$ cat src/rtl/nvm_prog_pkg.sv
// Constants, field layouts and types for the EEPROM program/erase control.
// Assumes a 768-byte array seen as a 10-bit byte offset from its base.

package nvm_prog_pkg;

    // ****************************************
    // Register map (index, byte address = 4 * index)
    // ****************************************
    localparam int ADDR_W = 12;
    localparam logic [7:0] IDX_CONFIG = 8'hF0;
    localparam logic [7:0] IDX_GUARD = 8'hF1;
    localparam logic [7:0] IDX_CONTROL = 8'hF3;
    localparam logic [7:0] IDX_LATCH_STATUS = 8'hF8;
    localparam logic [7:0] IDX_LATCH_DATA = 8'hF9;
    localparam logic [1:0] BYTE_SEL_BITS = 2'h0;

    // ****************************************
    // Control, config and latch status register fields
    // ****************************************
    localparam int BIT_BULK_GUARD = 7;
    localparam int BIT_SINGLE_ERASE = 4;
    localparam int BIT_LINE_ERASE = 3;
    localparam int BIT_WIPE = 2;
    localparam int BIT_LATCH = 1;
    localparam int BIT_HV = 0;
    localparam int BIT_PROT_LOCK = 0;
    localparam int BIT_LATCH_VALID = 31;
    localparam int BIT_LATCH_WORD = 30;
    localparam int BIT_HV_ACTIVE = 29;
    localparam int BIT_REFUSED = 28;
    localparam logic [7:0] CONTROL_RESET = 8'h00;
    localparam logic [4:0] GUARD_RESET = 5'h00;

    // ****************************************
    // Array geometry and block guard ranges
    // ****************************************
    localparam int ARR_AW = 10;
    localparam int GUARD_N = 5;
    localparam logic [9:0] ARR_END = 10'h300;
    localparam logic [9:0] BLK3_BASE = 10'h100;
    localparam logic [9:0] BLK2_BASE = 10'h200;
    localparam logic [9:0] BLK1_BASE = 10'h280;
    localparam logic [9:0] BLK0_BASE = 10'h2C0;
    localparam int ROW_BYTES = 32;
    localparam logic [15:0] ERASED_WORD = 16'hFFFF;

    typedef enum logic [1:0] {
        OP_PROGRAM,
        OP_ERASE_LOC,
        OP_ERASE_ROW,
        OP_ERASE_BULK
    } nvm_op_e;

endpackage : nvm_prog_pkg

$ cat src/rtl/nvm_program_ctrl.sv
// Top of the EEPROM program/erase control: Avalon-MM register slave,
// control interlocks, programming latches and array strobes.
// Assumes the CPU array port gives one-cycle write strobes with a 10-bit
// byte offset, and that the array macro obeys the registered outputs.
`timescale 1ns/1ps
`default_nettype none

module nvm_program_ctrl
    import nvm_prog_pkg::*;
(
    input wire logic MCLK_IN,
    input wire logic SYS_RST_IN,
    input wire logic [ADDR_W-1:0] AVS_ADDRESS_IN,
    input wire logic AVS_READ_IN,
    input wire logic AVS_WRITE_IN,
    input wire logic [31:0] AVS_WRITEDATA_IN,
    input wire logic [3:0] AVS_BYTEENABLE_IN,
    output logic [31:0] AVS_READDATA_OUT,
    output logic AVS_WAITREQUEST_OUT,
    input wire logic ARR_WR_IN,
    input wire logic [ARR_AW-1:0] ARR_ADDR_IN,
    input wire logic [15:0] ARR_WDATA_IN,
    input wire logic ARR_WORD_IN,
    output logic ARR_READ_ENABLE_OUT,
    output logic ARR_ERASE_MODE_OUT,
    output logic [1:0] ARR_OP_OUT,
    output logic [ARR_AW-1:0] ARR_LATCH_ADDR_OUT,
    output logic [15:0] ARR_PGM_DATA_OUT,
    output logic ARR_LATCH_WORD_OUT,
    output logic ARR_HV_OUT,
    output logic ARR_REFUSED_OUT
);

    // ****************************************
    // State
    // ****************************************
    logic [7:0] control_reg;
    logic [7:0] control_next;
    logic [GUARD_N-1:0] guard_reg;
    logic prot_lock_reg;
    logic latch_valid_reg;
    logic [ARR_AW-1:0] latch_addr_reg;
    logic [15:0] latch_data_reg;
    logic latch_word_reg;
    logic wait_reg;
    logic [31:0] rdata_reg;
    logic read_en_reg;
    logic erase_mode_reg;
    logic [1:0] op_reg;
    logic hv_out_reg;
    logic refused_reg;
    logic [15:0] pgm_data_reg;

    logic bus_req;
    logic wr_take;
    logic [7:0] wr_index;
    logic wr_hit_ctrl;
    logic wr_hit_guard;
    logic wr_hit_cfg;
    logic [7:0] wdata8;
    logic hv;
    nvm_op_e dec_op;
    logic dec_refused;
    logic arr_take;

    // ****************************************
    // Avalon-MM slave: one wait state on every access
    // ****************************************
    function automatic logic [7:0] index_of(input logic [ADDR_W-1:0] a);
        index_of = a[9:2];
    endfunction : index_of

    assign bus_req = AVS_READ_IN || AVS_WRITE_IN;
    assign wr_take = AVS_WRITE_IN && !wait_reg && AVS_BYTEENABLE_IN[0];
    assign wr_index = index_of(AVS_ADDRESS_IN);
    assign wr_hit_ctrl = wr_take && (wr_index == IDX_CONTROL)
        && (AVS_ADDRESS_IN[1:0] == BYTE_SEL_BITS);
    assign wr_hit_guard = wr_take && (wr_index == IDX_GUARD)
        && (AVS_ADDRESS_IN[1:0] == BYTE_SEL_BITS);
    assign wr_hit_cfg = wr_take && (wr_index == IDX_CONFIG)
        && (AVS_ADDRESS_IN[1:0] == BYTE_SEL_BITS);
    assign wdata8 = AVS_WRITEDATA_IN[7:0];
    assign hv = control_reg[BIT_HV];

    // Wait is released for exactly one cycle, in which the master samples it
    always_ff @(posedge MCLK_IN)
    begin
        if (SYS_RST_IN)
            wait_reg <= 1'b1;
        else if (wait_reg && bus_req)
            wait_reg <= 1'b0;
        else
            wait_reg <= 1'b1;
    end

    // Unmapped indices read zero and swallow writes
    always_ff @(posedge MCLK_IN)
    begin
        if (SYS_RST_IN)
            rdata_reg <= 32'h0000_0000;
        else if (AVS_READ_IN && wait_reg)
        begin
            rdata_reg <= 32'h0000_0000;
            unique case (index_of(AVS_ADDRESS_IN))
                IDX_CONTROL:
                    rdata_reg[7:0] <= control_reg;
                IDX_GUARD:
                    rdata_reg[GUARD_N-1:0] <= guard_reg;
                IDX_CONFIG:
                    rdata_reg[BIT_PROT_LOCK] <= prot_lock_reg;
                IDX_LATCH_STATUS:
                begin
                    rdata_reg[ARR_AW-1:0] <= latch_addr_reg;
                    rdata_reg[BIT_LATCH_VALID] <= latch_valid_reg;
                    rdata_reg[BIT_LATCH_WORD] <= latch_word_reg;
                    rdata_reg[BIT_HV_ACTIVE] <= hv_out_reg;
                    rdata_reg[BIT_REFUSED] <= refused_reg;
                end
                IDX_LATCH_DATA:
                    rdata_reg[15:0] <= latch_data_reg;
                default:
                    rdata_reg <= 32'h0000_0000;
            endcase
        end
    end

    // ****************************************
    // Control register interlocks
    // ****************************************
    always_comb
    begin
        control_next = control_reg;
        if (wr_hit_ctrl)
        begin
            if (hv)
            begin
                // Only the pulse can end; clearing it also applies the latch
                // bit so that the closing write of a sequence takes effect
                control_next[BIT_HV] = wdata8[BIT_HV];
                if (!wdata8[BIT_HV])
                    control_next[BIT_LATCH] = wdata8[BIT_LATCH];
            end
            else
            begin
                // Setup bits are taken on their own, bulk guard only while unlocked, so any order works
                control_next[BIT_SINGLE_ERASE] = wdata8[BIT_SINGLE_ERASE];
                control_next[BIT_LINE_ERASE] = wdata8[BIT_LINE_ERASE];
                control_next[BIT_WIPE] = wdata8[BIT_WIPE];
                control_next[BIT_LATCH] = wdata8[BIT_LATCH];
                if (!prot_lock_reg)
                    control_next[BIT_BULK_GUARD] = wdata8[BIT_BULK_GUARD];
                // Old and written latch bits must both be set; a joint set leaves hv clear
                control_next[BIT_HV] = wdata8[BIT_HV]
                    && control_reg[BIT_LATCH]
                    && wdata8[BIT_LATCH];
            end
        end
        control_next[6:5] = 2'b00;
    end

    always_ff @(posedge MCLK_IN)
    begin
        if (SYS_RST_IN)
            control_reg <= CONTROL_RESET;
        else
            control_reg <= control_next;
    end

    // ****************************************
    // Protection registers
    // ****************************************
    always_ff @(posedge MCLK_IN)
    begin
        if (SYS_RST_IN)
            prot_lock_reg <= 1'b0;
        else if (wr_hit_cfg)
            prot_lock_reg <= wdata8[BIT_PROT_LOCK];
    end

    always_ff @(posedge MCLK_IN)
    begin
        if (SYS_RST_IN)
            guard_reg <= GUARD_RESET;
        else if (wr_hit_guard && !hv && !prot_lock_reg)
            guard_reg <= wdata8[GUARD_N-1:0];
    end

    // ****************************************
    // Programming latches
    // ****************************************
    // Relatching of offsets below ARR_END is allowed whenever latch setup is on and the pulse is off,
    // which lets software step through several locations
    assign arr_take = ARR_WR_IN && control_reg[BIT_LATCH] && !hv
        && (ARR_ADDR_IN < ARR_END);

    always_ff @(posedge MCLK_IN)
    begin
        if (SYS_RST_IN)
        begin
            latch_valid_reg <= 1'b0;
            latch_addr_reg <= '0;
            latch_data_reg <= 16'h0000;
            latch_word_reg <= 1'b0;
        end
        else if (!control_reg[BIT_LATCH])
            latch_valid_reg <= 1'b0;
        else if (arr_take)
        begin
            latch_valid_reg <= 1'b1;
            latch_addr_reg <= ARR_ADDR_IN;
            if (ARR_WORD_IN && !ARR_ADDR_IN[0])
            begin
                latch_data_reg <= ARR_WDATA_IN;
                latch_word_reg <= 1'b1;
            end
            else
            begin
                // A misaligned word keeps only its lower byte
                latch_data_reg <= {8'h00, ARR_WDATA_IN[7:0]};
                latch_word_reg <= 1'b0;
            end
        end
    end

    nvm_op_decode u_decode (
        .bulk_guard_in(control_reg[BIT_BULK_GUARD]),
        .single_erase_in(control_reg[BIT_SINGLE_ERASE]),
        .line_erase_in(control_reg[BIT_LINE_ERASE]),
        .wipe_in(control_reg[BIT_WIPE]),
        .guard_in(guard_reg),
        .addr_in(latch_addr_reg),
        .op_out(dec_op),
        .refused_out(dec_refused)
    );

    // ****************************************
    // Array strobes
    // ****************************************
    // Read gating follows the next latch value so the array is fenced off
    // from the same edge that latch setup takes effect
    always_ff @(posedge MCLK_IN)
    begin
        if (SYS_RST_IN)
            read_en_reg <= 1'b1;
        else
            read_en_reg <= !control_next[BIT_LATCH];
    end

    // No timeout: the pump follows hv_apply for as long as it is held
    always_ff @(posedge MCLK_IN)
    begin
        if (SYS_RST_IN)
        begin
            hv_out_reg <= 1'b0;
            refused_reg <= 1'b0;
        end
        else
        begin
            hv_out_reg <= hv && latch_valid_reg && !dec_refused;
            refused_reg <= hv && dec_refused;
        end
    end

    always_ff @(posedge MCLK_IN)
    begin
        if (SYS_RST_IN)
        begin
            erase_mode_reg <= 1'b0;
            op_reg <= OP_PROGRAM;
            pgm_data_reg <= ERASED_WORD;
        end
        else
        begin
            erase_mode_reg <= control_reg[BIT_WIPE];
            op_reg <= dec_op;
            pgm_data_reg <= control_reg[BIT_WIPE] ? ERASED_WORD
                : latch_data_reg;
        end
    end

    assign AVS_WAITREQUEST_OUT = wait_reg;
    assign AVS_READDATA_OUT = rdata_reg;
    assign ARR_READ_ENABLE_OUT = read_en_reg;
    assign ARR_ERASE_MODE_OUT = erase_mode_reg;
    assign ARR_OP_OUT = op_reg;
    assign ARR_LATCH_ADDR_OUT = latch_addr_reg;
    assign ARR_PGM_DATA_OUT = pgm_data_reg;
    assign ARR_LATCH_WORD_OUT = latch_word_reg;
    assign ARR_HV_OUT = hv_out_reg;
    assign ARR_REFUSED_OUT = refused_reg;

endmodule : nvm_program_ctrl

`default_nettype wire

$ cat src/rtl/nvm_op_decode.sv
// Decodes the control bits and the latched address into an operation kind
// and a refusal flag. Purely combinational; the top registers the results.
`timescale 1ns/1ps
`default_nettype none

module nvm_op_decode
    import nvm_prog_pkg::*;
(
    input wire logic bulk_guard_in,
    input wire logic single_erase_in,
    input wire logic line_erase_in,
    input wire logic wipe_in,
    input wire logic [GUARD_N-1:0] guard_in,
    input wire logic [ARR_AW-1:0] addr_in,
    output nvm_op_e op_out,
    output logic refused_out
);

    // ****************************************
    // Block lookup for an array offset
    // ****************************************
    function automatic logic [2:0] block_of(input logic [ARR_AW-1:0] a);
        if (a < BLK3_BASE)
            block_of = 3'd4;
        else if (a < BLK2_BASE)
            block_of = 3'd3;
        else if (a < BLK1_BASE)
            block_of = 3'd2;
        else if (a < BLK0_BASE)
            block_of = 3'd1;
        else
            block_of = 3'd0;
    endfunction : block_of

    logic loc_guarded;

    // Rows are 32 bytes and blocks are multiples of 64, so a row never
    // straddles two blocks and the latched address names its block
    assign loc_guarded = guard_in[block_of(addr_in)];

    always_comb
    begin
        op_out = OP_PROGRAM;
        refused_out = loc_guarded;
        if (wipe_in)
        begin
            if (single_erase_in)
                op_out = OP_ERASE_LOC;
            else if (line_erase_in)
            begin
                op_out = OP_ERASE_ROW;
                refused_out = loc_guarded || bulk_guard_in;
            end
            else
            begin
                op_out = OP_ERASE_BULK;
                refused_out = (|guard_in) || bulk_guard_in;
            end
        end
    end

endmodule : nvm_op_decode

`default_nettype wire

$ cat config.mk
export PLATFORM = sky130hd
export DESIGN_NAME = nvm_program_ctrl
export DESIGN_NICKNAME = d
export VERILOG_FILES = /design/src/rtl/nvm_prog_pkg.sv /design/src/rtl/nvm_program_ctrl.sv /design/src/rtl/nvm_op_decode.sv
export SDC_FILE = /design/constraint.sdc
export NUM_CORES = 1
export LEC_CHECK = 0
export ABC_CLOCK_PERIOD_IN_PS = 3800
export BUFFER_PORTS_ARGS = -buffer_cell sky130_fd_sc_hd__buf_2
export CORE_MARGIN = 2
export CORE_UTILIZATION = 50
export DETAILED_ROUTE_END_ITERATION = 6
export PLACE_DENSITY = 0.84
export SLEW_MARGIN = 20
export SYNTH_ARGS = -nofsm -noshare
export SYNTH_HDL_FRONTEND = slang
export SYNTH_SLANG_ARGS = --single-unit
$ cat constraint.sdc
create_clock -name MCLK_IN -period 3.8 [get_ports MCLK_IN]
set_clock_uncertainty 0.2 [all_clocks]
set_input_delay 0 -clock MCLK_IN [delete_from_list [all_inputs] [get_ports MCLK_IN]]
set_output_delay 0 -clock MCLK_IN [all_outputs]
set_load 0.03 [all_outputs]
### After elaboration in Yosys (flattened, before gate mapping)

Index checks and enable logic that the tools add are counted.

| cells by class | value |
|---|---|
| order comparisons | 6 |
| eq/ne operators | 5 |
| multiplexer cells | 23 |
| bitwise gates (word level) | 4 |
| reduce and logical (&&, ||, !) cells | 39 |

Operators by type and width:

| kind | count |
|---|---|
| 8-bit equality test, second input constant | 5 |
| 10-bit less-than comparator, second input constant | 4 |
| 1-bit logical AND | 21 |
| 16-bit two-way mux | 1 |
| 4-bit case mux with 4 select lines | 1 |
| 10-bit by 9-bit less-than comparator with 1-bit output, second input constant | 1 |
| 1-bit two-way mux | 10 |
| 3-bit two-way mux | 3 |
| 3-bit case mux with 3 select lines | 1 |
| 1-bit logical NOT | 6 |
| 6-bit two-way mux | 1 |
| 2-bit OR reduction | 3 |
| 1-bit case mux with 5 select lines | 1 |
| 5-bit OR reduction | 1 |
| 3-bit by 4-bit less-than comparator with 1-bit output, second input constant | 1 |
| 2-bit two-way mux | 2 |
| 4-bit two-way mux | 1 |
| 1-bit NOT | 4 |
| 2-bit case mux with 2 select lines | 1 |
| 2-bit AND reduction | 2 |
| 1-bit binary-select mux with 3-bit select | 1 |
| 1-bit logical OR | 3 |
| 3-bit AND reduction | 1 |
| 3-bit OR reduction | 1 |
| 2-bit logical NOT | 1 |

| storage, ports and cells | value |
|---|---|
| register bits after elaboration | 85 |
| bits of input ports | 80 |
| output and inout bits | 66 |
| logic and storage cells | 97 |

### Logic depth before layout (Yosys ltp)

| depth | value |
|---|---|
| word-level depth | 13 |
| depth in mapped cells | 6 |

### Cells and area by module

Synthesis repeated with hierarchy kept, for this count alone.

| unflattened totals | value |
|---|---|
| cell total of the unflattened synthesis | 368 |
| area, all modules | 3400.8 µm² |

By module, submodules not included:

| module | times used | cells an instance | area each (µm²) | sequential area each (µm²) |
|---|---|---|---|---|
| nvm_program_ctrl | 1 | 352 | 3303.2 | 1661.6 |
| nvm_op_decode | 1 | 16 | 97.6 | 0.0 |

### Worst setup path after synthesis

OpenSTA, ideal clock, no wires.

| path | value |
|---|---|
| path type | register to register |
| start | register wait_reg, in the netlist AVS_WAITREQUEST_OUT |
| end | register control_reg[1] |
| data arrival time | 1.525 ns |
| required time | 3.477 ns |
| slack | 1.951 ns |
| cell stages (with the launch flop) | 5 |
| path buffers | 0 |
| period minus slack after synthesis | 1.849 ns |
| cell sequence | dfxtp_1 and4bb_2 nand4_2 a211oi_2 mux2_1 |

| on the way | value |
|---|---|
| cells in the longest elaborated chain, start to end | 6 |

Ends and longest elaborated chain:

| element | line | RTL |
|---|---|---|
| start: declaration | nvm_program_ctrl.sv:45 | `logic wait_reg;` |
| start signal: assignment | nvm_program_ctrl.sv:89 | `wait_reg <= 1'b1;` |
| start signal: assignment | nvm_program_ctrl.sv:91 | `wait_reg <= 1'b0;` |
| start signal: assignment | nvm_program_ctrl.sv:93 | `wait_reg <= 1'b1;` |
| 1-bit logical NOT | nvm_program_ctrl.sv:74 | `assign wr_take = AVS_WRITE_IN && !wait_reg && AVS_BYTEENABLE_IN[0];` |
| 1-bit logical AND (2 in a row) | nvm_program_ctrl.sv:74 |  |
| 1-bit logical AND | nvm_program_ctrl.sv:76 | `assign wr_hit_ctrl = wr_take && (wr_index == IDX_CONTROL)` |
| 1-bit logical AND | nvm_program_ctrl.sv:77 | `&& (AVS_ADDRESS_IN[1:0] == BYTE_SEL_BITS);` |
| 2-bit two-way mux | nvm_program_ctrl.sv:133 | `if (wr_hit_ctrl)` |
| end signal: assignment | nvm_program_ctrl.sv:166 | `control_reg <= control_next;` |
| end: declaration | nvm_program_ctrl.sv:37 | `logic [7:0] control_reg;` |

No other way between the ends.
A chain may end at the register's enable or synchronous reset.

### Final worst setup path

| path | value |
|---|---|
| start | register control_reg[0] |
| end | register latch_data_reg[13] |

| on the way | value |
|---|---|
| cells in the longest elaborated chain, start to end | 4 |

Ends and longest elaborated chain:

| element | line | RTL |
|---|---|---|
| 1-bit logical NOT | nvm_program_ctrl.sv:193 | `assign arr_take = ARR_WR_IN && control_reg[BIT_LATCH] && !hv` |
| 1-bit logical AND | nvm_program_ctrl.sv:193 |  |
| 1-bit logical AND | nvm_program_ctrl.sv:194 | `&& (ARR_ADDR_IN < ARR_END);` |
| 2-bit AND reduction (no source line) | -- |  |
| end signal: assignment | nvm_program_ctrl.sv:219 | `latch_data_reg <= {8'h00, ARR_WDATA_IN[7:0]};` |
| end: declaration | nvm_program_ctrl.sv:43 | `logic [15:0] latch_data_reg;` |

No other way between the ends.

==> metrics.txt <==
# TYPE chip_impl_metric gauge
chip_impl_metric{name="areaGrowthSynthToFinish",unit="%"} 40.9
chip_impl_metric{name="ys_warn_count",unit=""} 0
chip_impl_metric{name="detail_route.drc_violations",unit=""} 0
chip_impl_info{name="hold_path.startpoint",value="SYS_RST_IN"} 1
chip_impl_metric{name="cts_resized",unit=""} 0
chip_impl_metric{name="grt_antenna_before_repair",unit=""} 0
chip_impl_metric{name="p_total",unit="uW"} 1660
chip_impl_metric{name="fp.dieW",unit="microns"} 85.7
chip_impl_metric{name="cts-htree-levels",unit=""} 3
chip_impl_metric{name="power.switching",unit="uW"} 452
chip_impl_info{name="rsz0062_at_grt",value="false"} 1
chip_impl_metric{name="holdPathStages",unit=""} 2
chip_impl_metric{name="nets",unit=""} 609
chip_impl_metric{name="grt.total_usage",unit="%"} 28.0
chip_impl_metric{name="synthArstFlopShare",unit="%"} 0
chip_impl_metric{name="postCtsSetupBuffers",unit=""} 0
chip_impl_metric{name="switching_share",unit="%"} 27.2
chip_impl_metric{name="clkSlewWorstSetupHoldPaths",unit="ns"} 0.10
chip_impl_metric{name="die_y",unit="microns"} 85.7
chip_impl_metric{name="drt.antenna.violating_nets",unit=""} 0
chip_impl_metric{name="number_of_vias_in_the_routed_layout",unit=""} 3549
chip_impl_metric{name="post-route-period-util",unit="%"} 87.7
chip_impl_metric{name="worstPathMaxFanout",unit=""} 28
chip_impl_metric{name="share_comb_of_total_power",unit="%"} 9.6
chip_impl_metric{name="post_synth_instance_area",unit="sq um"} 3340
chip_impl_metric{name="clock_period_minus_worst_slack",unit="ns"} 3.33
chip_impl_info{name="critical_path.reg2reg.endpoint",value="latch_data_reg[13]$_SDFFE_PP0P_"} 1
chip_impl_metric{name="yosysSeqAreaShare",unit="%"} 49.8
chip_impl_metric{name="placeableCoreArea",unit="sq um"} 6390
chip_impl_metric{name="sum_of_met2_wire_segment_lengths_after_detailed_routing",unit="microns"} 4910
chip_impl_info{name="top_layer_used",value="met4"} 1
chip_impl_metric{name="worst_reg2reg_path_depth",unit=""} 6
chip_impl_metric{name="drive_above_1_share",unit="%"} 25.5
chip_impl_metric{name="tns",unit="ns"} 0
chip_impl_info{name="most_frequent_cells_in_the_layout",value="sky130_fd_sc_hd__buf_2, sky130_fd_sc_hd__dfxtp_1, sky130_fd_sc_hd__dlygate4sd3_1"} 1
chip_impl_metric{name="routed_wire_length_per_instance",unit="microns"} 17.0
chip_impl_metric{name="timing_max_transition_violations_final",unit=""} 0
chip_impl_metric{name="grt_max_degree",unit=""} 45
chip_impl_info{name="final_common_cell",value="sky130_fd_sc_hd__buf_2"} 1
chip_impl_metric{name="p_int",unit="uW"} 1210
chip_impl_metric{name="initial_utilization",unit="%"} 52.3
chip_impl_metric{name="first_global_vias",unit=""} 3376
chip_impl_info{name="critical_setup_path_kind",value="reg2reg"} 1
chip_impl_info{name="crit-reg2reg-launch",value="control_reg[0]$_SDFFE_PP0P_"} 1
chip_impl_metric{name="setup_viol",unit=""} 0
chip_impl_metric{name="firstDrtPassIters",unit=""} 6
chip_impl_info{name="hold-path-endpoint",value="latch_data_reg[2]$_SDFFE_PP0P_"} 1
chip_impl_metric{name="routedLengthMet1",unit="microns"} 4080
chip_impl_metric{name="tritoncts_num_sinks",unit=""} 83
chip_impl_metric{name="largest_register_ffs",unit=""} 20
chip_impl_metric{name="gpl.final_weighted_congestion",unit=""} 0.917
chip_impl_metric{name="io_pins",unit=""} 146
chip_impl_info{name="status",value="completed"} 1
chip_impl_metric{name="die_area",unit="sq um"} 7350
chip_impl_metric{name="timing.critical_path.required",unit="ns"} 3.91
chip_impl_metric{name="critical_path_arrival",unit="ns"} 3.44
chip_impl_metric{name="clkLatencyLatePin",unit="ns"} 0.36
chip_impl_metric{name="hpwlAfterDp",unit="microns"} 6110
chip_impl_metric{name="num_rows",unit=""} 29
chip_impl_metric{name="max_slew.worst_pin.slew",unit="ns"} 1.04
chip_impl_metric{name="wl_met3",unit="microns"} 951
chip_impl_metric{name="peak_ir_drop_on_the_vdd_network",unit="mV"} 0.290
chip_impl_metric{name="timing.fmax",unit="MHz"} 300
chip_impl_info{name="timing.hold.worst.class",value="in2reg"} 1
chip_impl_metric{name="tritoncts.num_buffers",unit=""} 9
chip_impl_info{name="setup.worst_path.end_class",value="flip-flop"} 1
chip_impl_metric{name="synth-edff-count",unit=""} 0
chip_impl_metric{name="diodes",unit=""} 0
chip_impl_metric{name="syn_avg_cell_area",unit="sq um"} 9.07
chip_impl_metric{name="cts.path.max_buffers",unit=""} 2
chip_impl_metric{name="clock_power_share",unit="%"} 37.2
chip_impl_metric{name="portBuffers",unit=""} 102
chip_impl_metric{name="detail_route.iter0.violations",unit=""} 551
chip_impl_metric{name="power.sequential.fraction",unit="%"} 53.1
chip_impl_metric{name="synth.distinct_cells",unit=""} 52
chip_impl_info{name="start_kind",value="flip-flop"} 1
chip_impl_metric{name="max-slew-margin-rel",unit="%"} 30.6
chip_impl_metric{name="drt_wl_total",unit="microns"} 10400
chip_impl_metric{name="dr_vias_cell",unit=""} 5.81
chip_impl_metric{name="hold_viol",unit=""} 0
chip_impl_metric{name="power_density",unit="nW/um^2"} 353
chip_impl_info{name="clock_tree_from_tritoncts",value="done"} 1
chip_impl_metric{name="r2r_slack",unit="ns"} 0.47
chip_impl_metric{name="post_synth_inst_count",unit=""} 368
chip_impl_metric{name="grt_first_pass_wirelength",unit="microns"} 16200
chip_impl_metric{name="static-leakage-power",unit="uW"} 0.00205
chip_impl_metric{name="max-cap-violations",unit=""} 0
chip_impl_info{name="cts.root.buffer_cell",value="sky130_fd_sc_hd__clkbuf_8"} 1
chip_impl_metric{name="number_of_flip_flops_and_latches_in_the_synthesized_netlist",unit=""} 83
chip_impl_info{name="synthFlopType",value="sky130_fd_sc_hd__dfxtp_1"} 1
chip_impl_metric{name="grt.overflow.total",unit=""} 0
Yosys cell counts, types with 7 or more instances:
cell type	n	area share (%)
sky130_fd_sc_hd__a22o_1	10	2.6
sky130_fd_sc_hd__or3_1	16	3.0
sky130_fd_sc_hd__a21oi_1	38	5.7
sky130_fd_sc_hd__mux2_2	9	3.0
sky130_fd_sc_hd__a22oi_1	10	2.2
sky130_fd_sc_hd__dfxtp_1	83	50
sky130_fd_sc_hd__nor2_1	15	1.7
sky130_fd_sc_hd__buf_4	13	2.9
sky130_fd_sc_hd__nand2_1	60	6.7
sky130_fd_sc_hd__clkbuf_1	10	1.1
sky130_fd_sc_hd__o21ai_0	7	1.0
sky130_fd_sc_hd__nand3_1	15	2.2
sky130_fd_sc_hd__inv_1	7	0.79
power groups by stage:
stage          sequential, uW  combinational (uW)  clock, uW
5_1_grt                   884                 168        654
3_5_place_dp              903                 122          0
4_1_cts                   882                 154        618
6_report                  883                 160        619
3_3_place_gp              903                 121          0
2_1_floorplan             923                63.1          0
stage by stage:
stage / setup slack (ns) / cell area, sq um / util [%] / cells / hold slack (ns)
5_1_grt: 0.259 / 4700 / 73.6 / 611 / 0.0527
3_5_place_dp: 1.67 / 3820 / 59.8 / 526 / 0.0493
2_1_floorplan: 1.95 / 3380 / - / 379 / -0.0841
4_1_cts: 0.591 / 4700 / 73.6 / 611 / 0.00147
3_3_place_gp: 1.71 / 3820 / 59.8 / 526 / 0.0420
6_report: 0.468 / 4700 / 73.6 / 611 / 0.0247
timing repair:
item,4_1_cts,5_1_grt
hold buffers,69,0
endpoints found under the hold margin,46,0
endpoints found under the setup margin,0,0
cell type report:
type | count | area, sq um
inverter | 7 | 26.3
tap | 77 | 96.3
sequential | 83 | 1660
clock inverter | 6 | 55.1
timing repair buffer | 173 | 1220
clock buffer | 10 | 138
fill | 428 | 1680
multi-input combinational | 255 | 1510
cell families after synthesis:
logic type	Yosys count	share of synthesized area (%)
other	1	0.112
AOI/OAI and AO/OA	93	18.4
muxes	12	3.97
and+or+nand+nor	138	21.4
DFF	83	49.8
buffers and inverters	41	6.26
worst max-delay path, stage by stage, from the launching register on:
cell	delay [ns]
sky130_fd_sc_hd__dfxtp_1	0.45
sky130_fd_sc_hd__inv_1	0.21
sky130_fd_sc_hd__and4_1	0.90
sky130_fd_sc_hd__nand3_1	0.17
sky130_fd_sc_hd__dlygate4sd3_1	0.62
sky130_fd_sc_hd__a21oi_1	0.15
sky130_fd_sc_hd__dlygate4sd3_1	0.57
metal layers:
| layer | global-route usage (%) | vias up |
|---|---|---|
| met5 | 0 | - |
| met4 | 15.6 | 0 |
| met3 | 4.62 | 59 |
| met2 | 46.3 | 253 |
| met1 | 34.9 | 1622 |
| li1 | - | 1615 |
worst max path at each step:
stage                                            to                            from  slack (ns)  cells after the start
CTS                 latch_data_reg[15]$_SDFFE_PP0P_     control_reg[0]$_SDFFE_PP0P_        0.59                      6
detailed placement  latch_data_reg[12]$_SDFFE_PP0P_     control_reg[0]$_SDFFE_PP0P_        1.67                      4
global route        latch_data_reg[15]$_SDFFE_PP0P_     control_reg[0]$_SDFFE_PP0P_        0.26                      6
finish              latch_data_reg[13]$_SDFFE_PP0P_     control_reg[0]$_SDFFE_PP0P_        0.47                      6
global placement    latch_data_reg[14]$_SDFFE_PP0P_     control_reg[0]$_SDFFE_PP0P_        1.71                      4
floorplan                 control_reg[1]$_SDFF_PP0_  AVS_WAITREQUEST_OUT$_SDFF_PP1_        1.95                      4
(Power assumes the default switching activity.)
